===== config.mk =====
export PLATFORM = sky130hd
export DESIGN_NAME = dual_pot_device_flat
export DESIGN_NICKNAME = d
export VERILOG_FILES = /design/src/rtl/dual_pot_pkg.sv /design/src/rtl/dual_pot_link_if.sv /design/src/rtl/dual_pot_device.sv /design/src/rtl/pin_sync.sv /design/src/flat_wrapper.sv
export VERILOG_INCLUDE_DIRS = /design/src /design/src/rtl
export SDC_FILE = /design/constraint.sdc
export NUM_CORES = 2
export LEC_CHECK = 0
export ABC_AREA = 1
export ABC_CLOCK_PERIOD_IN_PS = 57500
export BUFFER_PORTS_ARGS = -buffer_cell sky130_fd_sc_hd__buf_2
export CAP_MARGIN = 20
export CORE_ASPECT_RATIO = 0.9
export CORE_MARGIN = 2
export CORE_UTILIZATION = 63
export CTS_BUF_LIST = sky130_fd_sc_hd__clkbuf_8
export CTS_CLUSTER_DIAMETER = 120
export DETAILED_ROUTE_END_ITERATION = 10
export GPL_ROUTABILITY_DRIVEN = 0
export PLACE_DENSITY = 0.86
export RECOVER_POWER = 100
export SLEW_MARGIN = 20
export SYNTH_ARGS = -nofsm -noshare
export SYNTH_HDL_FRONTEND = slang
export SYNTH_SLANG_ARGS = --single-unit
export TNS_END_PERCENT = 20

===== constraint.sdc =====
create_clock -name mclk -period 57.5 [get_ports mclk]
set_clock_uncertainty 0.15 [all_clocks]
set_input_delay 8.625 -clock mclk [delete_from_list [all_inputs] [get_ports mclk]]
set_output_delay 8.625 -clock mclk [all_outputs]
set_load 0.01 [all_outputs]

===== src/rtl/dual_pot_regs.svh =====
`ifndef DUAL_POT_REGS_SVH
`define DUAL_POT_REGS_SVH
// Device type code; value arbitrary
`define DEV_TYPE_CODE      4'ha
`define OPC_READ_WIPER     4'h9
`define OPC_WRITE_WIPER    4'ha
`define OPC_READ_SLOT      4'hb
`define OPC_WRITE_SLOT     4'hc
`define OPC_SLOT_TO_WIPER  4'hd
`define OPC_WIPER_TO_SLOT  4'he
`define OPC_GLOBAL_TO_WIPER 4'h1
`define OPC_GLOBAL_TO_SLOT 4'h8
`define OPC_INC_DEC        4'h2
`define OPC_READ_STATUS    4'h5
// Times in ns, counts in mclk cycles at 8 ns
`define MCLK_NS            8
`define PROG_TIME_NS       5000000
`define PROG_CYCLES        (`PROG_TIME_NS / `MCLK_NS)
`define SETTLE_MIN_NS      5000
`define SETTLE_MAX_NS      10000
`define SETTLE_CYCLES      ((`SETTLE_MIN_NS + `MCLK_NS - 1) / `MCLK_NS)
`define POWERUP_WAIT_NS    1000000
`define POWERUP_CYCLES     (`POWERUP_WAIT_NS / `MCLK_NS)
// Host register offsets
`define REG_CMD            12'h000
`define REG_DATA           12'h004
`define REG_STATUS         12'h008
`define REG_RESULT         12'h00c
`define REG_CTRL           12'h010
// CMD fields
`define CMD_ADDR_LSB       0
`define CMD_INSTR_LSB      8
`define CMD_STEPS_LSB      16
// Host link clock half period in mclk cycles
`define HALF_SCK_CYCLES    8
`endif


===== src/rtl/dual_pot_pkg.sv =====
package dual_pot_pkg;
  typedef logic [7:0] byte_t;
  typedef logic [3:0] opcode_t;
endpackage


===== src/rtl/dual_pot_link_if.sv =====
interface dual_pot_link_if;
  logic chip_sel_n;
  logic sck;
  logic si;
  logic so;
  logic so_oe;
  logic strap_addr_high;
  logic strap_addr_low;
  modport device (input chip_sel_n, sck, si, strap_addr_high, strap_addr_low,
                  output so, so_oe);
  modport host   (output chip_sel_n, sck, si, input so, so_oe);
endinterface


===== src/rtl/dual_pot_device.sv =====
// Contract
// - First byte: address, upper nibble type code
// - Execute only if low bits match straps
// - Host sends zeros in bits 3:2
// - Second byte upper nibble is opcode
// - Instruction bits 3:2 select slot
// - Instruction bits 1:0 select pot; code decodes bit 0 only, bit 1 ignored
// - Wiper value decoded one-hot, 256 taps
// - Wiper set by write, copy, step
// - Power-up loads wiper from slot zero
// - Wiper volatile, reloaded after power-up
// - Four 8-bit slots per pot, read/write
// - Copy slot and wiper both ways
// - Slot programming completes within 5ms
// - Programming starts at chip select rise
// - Write pending flag readable by status
// - Tap changes 5-10us after instruction
// - Tap takes recalled position 5-10us
// - Host waits 1ms after power-up
// - Flag one while programming, else zero
// - Inc/dec: each clock steps by SI
`include "dual_pot_regs.svh"
module dual_pot_device #(
  parameter int PROG_CYCLES   = `PROG_CYCLES,
  parameter int SETTLE_CYCLES = `SETTLE_CYCLES
) (
  // Clock and reset
  input  wire logic           mclk,
  input  wire logic           reset,
  input  wire logic           clk_en,
  // Link
  dual_pot_link_if.device     link,
  // Tap outputs
  output logic [255:0]        tap0,
  output logic [255:0]        tap1,
  output logic                write_pending_flag
);
  import dual_pot_pkg::*;

  typedef enum logic [2:0] {
    ST_RECALL = 3'b000,
    ST_ADDR   = 3'b001,
    ST_INSTR  = 3'b010,
    ST_DATA   = 3'b011,
    ST_STEP   = 3'b100,
    ST_SKIP   = 3'b101
  } dev_state_e;

  logic cs_n_s, sck_s, si_s, a1_s, a0_s;
  pin_sync #(.RESET_LEVEL(1'b1)) u_cs (.mclk(mclk), .reset(reset), .clk_en(clk_en),
                                       .pin(link.chip_sel_n), .level(cs_n_s));
  pin_sync u_sck (.mclk(mclk), .reset(reset), .clk_en(clk_en), .pin(link.sck),
                  .level(sck_s));
  pin_sync u_si (.mclk(mclk), .reset(reset), .clk_en(clk_en), .pin(link.si),
                 .level(si_s));
  pin_sync u_a1 (.mclk(mclk), .reset(reset), .clk_en(clk_en), .pin(link.strap_addr_high),
                 .level(a1_s));
  pin_sync u_a0 (.mclk(mclk), .reset(reset), .clk_en(clk_en), .pin(link.strap_addr_low),
                 .level(a0_s));

  logic sck_prev_q, cs_prev_q;
  always_ff @(posedge mclk or posedge reset) begin
    if (reset) begin
      sck_prev_q <= 1'b0;
      cs_prev_q  <= 1'b1;
    end else if (clk_en) begin
      sck_prev_q <= sck_s;
      cs_prev_q  <= cs_n_s;
    end
  end
  wire sck_rise = sck_s & ~sck_prev_q & ~cs_n_s;
  wire sck_fall = ~sck_s & sck_prev_q & ~cs_n_s;
  wire cs_rise  = cs_n_s & ~cs_prev_q;

  // Non-volatile slots survive reset; only power loss is modelled by reset of the wiper
  byte_t slot_mem [2][4];
  byte_t wiper_position_reg [2];

  dev_state_e state_q;
  logic [2:0] bit_q;
  byte_t      shift_q, instr_q, out_q;
  logic       pend_prog_q;
  logic [1:0] pend_pot_q, pend_slot_q;
  logic       pend_all_q;
  byte_t      pend_val_q [2];
  logic [31:0] prog_cnt_q;
  logic [31:0] settle_cnt_q;
  byte_t      tap_sel_q [2];

  wire byte_t   shift_d  = {shift_q[6:0], si_s};
  wire opcode_t opc      = instr_q[7:4];
  wire [1:0]    slot_sel = instr_q[3:2];
  wire          pot      = instr_q[0];
  wire          prog_busy = (prog_cnt_q != 32'd0);

  always_ff @(posedge mclk or posedge reset) begin
    if (reset) begin
      state_q      <= ST_RECALL;
      bit_q        <= 3'd0;
      shift_q      <= 8'h00;
      instr_q      <= 8'h00;
      out_q        <= 8'h00;
      pend_prog_q  <= 1'b0;
      pend_pot_q   <= 2'd0;
      pend_slot_q  <= 2'd0;
      pend_all_q   <= 1'b0;
      pend_val_q   <= '{8'h00, 8'h00};
      wiper_position_reg <= '{8'h00, 8'h00};
    end else if (clk_en) begin
      if (state_q == ST_RECALL) begin
        wiper_position_reg[0] <= slot_mem[0][0];
        wiper_position_reg[1] <= slot_mem[1][0];
        state_q  <= ST_ADDR;
      end else if (cs_n_s) begin
        state_q <= ST_ADDR;
        bit_q   <= 3'd0;
      end else if (sck_rise) begin
        shift_q <= shift_d;
        bit_q   <= bit_q + 3'd1;
        case (state_q)
          ST_ADDR: if (bit_q == 3'd7) begin
            state_q <= (shift_d[7:4] == `DEV_TYPE_CODE
                        && shift_d[1:0] == {a1_s, a0_s}) ? ST_INSTR : ST_SKIP;
          end
          ST_INSTR: if (bit_q == 3'd7) begin
            instr_q <= shift_d;
            state_q <= ST_DATA;
            case (shift_d[7:4])
              `OPC_READ_WIPER:  out_q <= wiper_position_reg[shift_d[0]];
              `OPC_READ_SLOT:   out_q <= slot_mem[shift_d[0]][shift_d[3:2]];
              `OPC_READ_STATUS: out_q <= {7'd0, prog_busy};
              `OPC_SLOT_TO_WIPER:
                wiper_position_reg[shift_d[0]] <= slot_mem[shift_d[0]][shift_d[3:2]];
              `OPC_GLOBAL_TO_WIPER: begin
                wiper_position_reg[0] <= slot_mem[0][shift_d[3:2]];
                wiper_position_reg[1] <= slot_mem[1][shift_d[3:2]];
              end
              `OPC_WIPER_TO_SLOT, `OPC_GLOBAL_TO_SLOT: if (!prog_busy) begin
                pend_prog_q <= 1'b1;
                pend_all_q  <= (shift_d[7:4] == `OPC_GLOBAL_TO_SLOT);
                pend_pot_q  <= {1'b0, shift_d[0]};
                pend_slot_q <= shift_d[3:2];
                pend_val_q  <= wiper_position_reg;
              end
              `OPC_INC_DEC: state_q <= ST_STEP;
              default: ;
            endcase
          end
          ST_DATA: if (bit_q == 3'd7) begin
            case (opc)
              `OPC_WRITE_WIPER: wiper_position_reg[pot] <= shift_d;
              `OPC_WRITE_SLOT: if (!prog_busy) begin
                pend_prog_q <= 1'b1;
                pend_all_q  <= 1'b0;
                pend_pot_q  <= {1'b0, pot};
                pend_slot_q <= slot_sel;
                pend_val_q[pot] <= shift_d;
              end
              default: ;
            endcase
          end
          ST_STEP: begin
            // Saturate at the terminals rather than wrap
            if (si_s && wiper_position_reg[pot] != 8'hff) begin
              wiper_position_reg[pot] <= wiper_position_reg[pot] + 8'd1;
            end else if (!si_s && wiper_position_reg[pot] != 8'h00) begin
              wiper_position_reg[pot] <= wiper_position_reg[pot] - 8'd1;
            end
          end
          default: ;
        endcase
      end else if (sck_fall && state_q == ST_DATA) begin
        out_q <= {out_q[6:0], 1'b0};
      end
      if (cs_rise && pend_prog_q) begin
        pend_prog_q <= 1'b0;
      end
    end
  end

  // Programming launched only by chip select rise
  always_ff @(posedge mclk or posedge reset) begin
    if (reset) begin
      prog_cnt_q <= 32'd0;
    end else if (clk_en) begin
      if (cs_rise && pend_prog_q) begin
        prog_cnt_q <= PROG_CYCLES[31:0];
      end else if (prog_busy) begin
        prog_cnt_q <= prog_cnt_q - 32'd1;
      end
    end
  end

  always_ff @(posedge mclk) begin
    if (clk_en && cs_rise && pend_prog_q) begin
      if (pend_all_q) begin
        slot_mem[0][pend_slot_q] <= pend_val_q[0];
        slot_mem[1][pend_slot_q] <= pend_val_q[1];
      end else begin
        slot_mem[pend_pot_q[0]][pend_slot_q] <= pend_val_q[pend_pot_q[0]];
      end
    end
  end

  // Tap follows the wiper after a settle delay
  always_ff @(posedge mclk or posedge reset) begin
    if (reset) begin
      settle_cnt_q <= 32'd0;
      tap_sel_q    <= '{8'h00, 8'h00};
    end else if (clk_en) begin
      if (tap_sel_q[0] != wiper_position_reg[0] || tap_sel_q[1] != wiper_position_reg[1]) begin
        if (settle_cnt_q >= SETTLE_CYCLES[31:0] - 32'd1) begin
          tap_sel_q    <= wiper_position_reg;
          settle_cnt_q <= 32'd0;
        end else begin
          settle_cnt_q <= settle_cnt_q + 32'd1;
        end
      end else begin
        settle_cnt_q <= 32'd0;
      end
    end
  end

  always_ff @(posedge mclk or posedge reset) begin
    if (reset) begin
      tap0 <= 256'd0;
      tap1 <= 256'd0;
      write_pending_flag <= 1'b0;
      link.so    <= 1'b0;
      link.so_oe <= 1'b0;
    end else if (clk_en) begin
      tap0 <= 256'd1 << tap_sel_q[0];
      tap1 <= 256'd1 << tap_sel_q[1];
      write_pending_flag <= prog_busy;
      link.so    <= out_q[7];
      link.so_oe <= ~cs_n_s && state_q == ST_DATA &&
                    (opc == `OPC_READ_WIPER || opc == `OPC_READ_SLOT ||
                     opc == `OPC_READ_STATUS);
    end
  end
endmodule


===== src/rtl/pin_sync.sv =====
module pin_sync #(
  parameter logic RESET_LEVEL = 1'b0
) (
  // Clock
  input  wire logic mclk,
  input  wire logic reset,
  input  wire logic clk_en,
  // Pin
  input  wire logic pin,
  output logic      level
);
  logic s1_q;
  logic s2_q;
  logic s3_q;
  always_ff @(posedge mclk or posedge reset) begin
    if (reset) begin
      // Reset to the pin's idle level, so no false edge follows reset
      s1_q <= RESET_LEVEL;
      s2_q <= RESET_LEVEL;
      s3_q <= RESET_LEVEL;
      level <= RESET_LEVEL;
    end else if (clk_en) begin
      s1_q <= pin;
      s2_q <= s1_q;
      s3_q <= s2_q;
      // Change accepted once stages two and three agree
      if (s2_q == s3_q) begin
        level <= s3_q;
      end
    end
  end
endmodule


===== src/flat_wrapper.sv =====
// flat-port wrapper written by rule: the top's interface ports become plain ports
module dual_pot_device_flat import dual_pot_pkg::*;
#(
  parameter int PROG_CYCLES   = `PROG_CYCLES,
  parameter int SETTLE_CYCLES = `SETTLE_CYCLES
)
  (mclk, reset, clk_en, tap0, tap1, write_pending_flag, link_chip_sel_n, link_sck, link_si, link_strap_addr_high, link_strap_addr_low, link_so, link_so_oe);
  dual_pot_link_if link_i ();
  input  wire logic mclk;
  input  wire logic reset;
  input  wire logic clk_en;
  output logic [255:0] tap0;
  output logic [255:0] tap1;
  output logic write_pending_flag;
  input wire logic [$bits(link_i.chip_sel_n)-1:0] link_chip_sel_n;
  input wire logic [$bits(link_i.sck)-1:0] link_sck;
  input wire logic [$bits(link_i.si)-1:0] link_si;
  input wire logic [$bits(link_i.strap_addr_high)-1:0] link_strap_addr_high;
  input wire logic [$bits(link_i.strap_addr_low)-1:0] link_strap_addr_low;
  output wire logic [$bits(link_i.so)-1:0] link_so;
  output wire logic [$bits(link_i.so_oe)-1:0] link_so_oe;
  assign link_i.chip_sel_n = link_chip_sel_n;
  assign link_i.sck = link_sck;
  assign link_i.si = link_si;
  assign link_i.strap_addr_high = link_strap_addr_high;
  assign link_i.strap_addr_low = link_strap_addr_low;
  assign link_so = link_i.so;
  assign link_so_oe = link_i.so_oe;
  dual_pot_device #(.PROG_CYCLES(PROG_CYCLES), .SETTLE_CYCLES(SETTLE_CYCLES)) u_core (.mclk(mclk), .reset(reset), .clk_en(clk_en), .link(link_i), .tap0(tap0), .tap1(tap1), .write_pending_flag(write_pending_flag));
endmodule

==> results.json <==
{
  "synth.top_cell.area_share": 0.516,
  "grt_first_pass_wirelength_um": 157000,
  "overflow": 0,
  "viasPerCell": 6.11,
  "met3_length_um": 12500,
  "drt_first_pass_iters": 8,
  "synth-simple-area-share": 0.222,
  "crit_path_start_kind": "primary input",
  "ys_seq_elements": 746,
  "path_cells": "buf_2, clkinvlp_2, clkbuf_1, clkbuf_1",
  "rows": 79,
  "die_area_um2": 53900,
  "period_needed_ps": 20600,
  "crit_arrival_ps": 20470,
  "n_antenna_cell": 0,
  "avgSynthCellArea_um2": 8.61,
  "wl_um": 105000,
  "synth_area_leaders": "dfrtp_1, nand2_1, o21ai_0, edfxtp_1, nand3_1",
  "placed_area_um2": 35300,
  "reg_top3": "u_core.tap0 (256), u_core.tap1 (256), u_core.slot_mem (64)",
  "wl_met1_um": 38700,
  "via_count": 30200,
  "min_path_type": "reg2reg",
  "fin_crit_sh": 0.358,
  "clk_latency_ps": 750,
  "postCtsSetupBuffers": 0,
  "grt_usage": 0.377,
  "critPathCaptureType": "async pin",
  "tightestPinTransition_ps": 8420,
  "slew-limit-headroom": -4.61,
  "pwr_density_cell_nw_per_um2": 29.6,
  "r2r_slack_ps": 51810,
  "syn2layout_area_growth_pct": 12.5,
  "postLayoutCellArea_um2": 36900,
  "port_buffers": 522,
  "hold_buffers": 0,
  "grt_pass1_vias": 27300,
  "synth_fa_ha_area_frac": 0.00305,
  "layout-drive-gt1-share": 0.0569,
  "critPathBufInv": 4,
  "synth-compound-area-share": 0.128,
  "synth_top_cell_by_area": "dfrtp_1",
  "violations": "max-capacitance violations, max-slew violations",
  "cts_buffer_depth": 3,
  "setup_viol": 0,
  "syn_inst": 3808,
  "synthFlopType": "dfrtp_1",
  "clock_sinks": 746,
  "die_h_um": 220,
  "critical_path_class": "in2async",
  "grt_start_max_net_pins": 163,
  "drv_cap": 17,
  "drt_iter0_markers": 4638,
  "cts_tree": "yes",
  "placed_cells": 4737,
  "dpl.hpwl_um": 70100,
  "clockRootBuffer": "clkbuf_8",
  "status": "complete, but fails checks",
  "path_max_fanout": 162,
  "hold_violations": 0,
  "synth_top_family_by_area": "simple AND/OR/NAND/NOR gates",
  "ctsResizeCount": 0,
  "wl_met2_um": 46300,
  "antenna_found_initial": 0,
  "numCtsBuffers": 110,
  "synth_cell_types": 54,
  "slowest_delay_ps": 6030,
  "ir_drop_mv": 0.0257,
  "fmax_mhz": 48.5,
  "synth.area.mux_share": 0.000305,
  "syn-num-nets": 3824,
  "core_um2": 51600,
  "pin_count": 523,
  "post-place-ws_ps": 45430,
  "hold_ws_ps": 324,
  "route.detailed.drc": 0,
  "synth-edff-count": 64,
  "finalMaxSlewViolations": 1484,
  "h-tree-depth": 3,
  "leakage_nw": 15.9,
  "die_w_um": 245,
  "timing.final.ws_setup_ps": 36900,
  "fin_nets": 4177,
  "crit_path_frequent_cell": "clkbuf_1",
  "yosysWarnings": 0,
  "synthArstFlopShare": 0.914,
  "synth-xor-area-share": 0.00908,
  "nFillCells": 3994,
  "finalSetupTns_ps": 0,
  "ys_seq_area_frac": 0.579,
  "rsz0062_at_grt": "false",
  "wire_per_inst_um": 21.2,
  "initial_core_util": 0.636,
  "cp_slowest_cell": "clkbuf_1",
  "drtAntennaViolNets": 0,
  "netlist_area_um2": 32800,
  "critPathTopFamily": "buffers and inverters",
  "top_layer_used": "met4",
  "path_clk_slew_ps": 60,
  "instances_no_fill": 4941,
  "critPathRequiredTime_ps": 57360
}
==> logic make-up (layout without fill, tap and decap cells) <==
family	Yosys count	count (layout)
compound gates	778	778
xor+xnor	34	34
fa+ha+maj	8	8
buf+inv	483	928
flops	746	746
mux	1	1
simple gates	1758	1758
==> synthesized netlist by cell type (11+ instances only) <==
library cell  number
nor2_1           244
dfrtp_1          677
nand2_1         1143
o21ai_1           11
a21oi_1           35
nand3_1          250
nor2_2            11
o22ai_1           13
o211ai_1          47
nand4_1           52
buf_2             25
xor2_1            28
nor3_1            24
clkbuf_1         262
inv_1            155
o31ai_1           16
edfxtp_1          64
o21ai_0          620
==> metal layers <==
layer  up-vias  track usage
li1      13300            -
met1     14300        0.514
met2      2250        0.570
met3       438       0.0845
met4         0        0.204
met5         -            0
==> tightest hold or removal path, cell delays in order, from the launching register on <==
cell     delay [ps]
dfrtp_1         340
nand2_1          50
nand2_1          40
==> placed cells by master (no fill, tap or decap), drive strengths merged, types with 13 or more instances in the layout <==
cell type  instances
edfxtp            64
xor2              28
o211ai            47
nand3            252
nand4             52
buf               23
clkinv            25
clkbuf           668
nor3              29
o31ai             16
a21oi             35
nor2             260
dfrtp            677
nand2           1150
o22ai             13
o21ai            637
inv              199
==> final cells by class <==
| cell class | instances | area, um2 | area share |
|---|---|---|---|
| sequential | 746 | 19000 | 0.515 |
| clock inverter | 64 | 497 | 0.0135 |
| timing repair buffer | 551 | 2140 | 0.0580 |
| inverter | 173 | 657 | 0.0178 |
| multi-input combinational | 2579 | 11800 | 0.320 |
| tap | 688 | 861 | 0.0233 |
| clock buffer | 140 | 1930 | 0.0522 |
==> worst paths after layout <==
check                                                 startpoint                                 end  cells past startpoint
worst max-delay path                                       reset  u_core.settle_cnt_q[7]$_DFFE_PP0P_                      4
worst min-delay path                u_core.u_a0.s1_q$_DFFE_PP0P_        u_core.u_a0.s1_q$_DFFE_PP0P_                      2
worst max register to register  u_core.tap_sel_q[15]$_DFFE_PP0P_        u_core.tap0[105]$_DFFE_PP0P_                      3
worst min register to register      u_core.u_a0.s1_q$_DFFE_PP0P_        u_core.u_a0.s1_q$_DFFE_PP0P_                      2
max in group mclk                                         clk_en        u_core.tap0[105]$_DFFE_PP0P_                      6
min in group asynchronous                                  reset        u_core.tap0[129]$_DFFE_PP0P_                      2
==> power breakdown <==
part           internal (mW)  total, mW  switching [mW]  leakage (nW)
sequential             0.543      0.555          0.0123          9.70
clock                  0.252      0.463           0.211          1.37
combinational         0.0199     0.0759          0.0560          4.86
total                  0.814       1.09           0.279          15.9
==> per-stage QoR <==
stage                     total power [mW]  utilization
final                                 1.09        0.715
after CTS                             1.09        0.731
after detailed placement             0.638        0.684
after floorplan                      0.619            -
after global routing                  1.13        0.715
after global placement               0.636        0.684
Note: power is estimated with default switching activity, not from simulation.
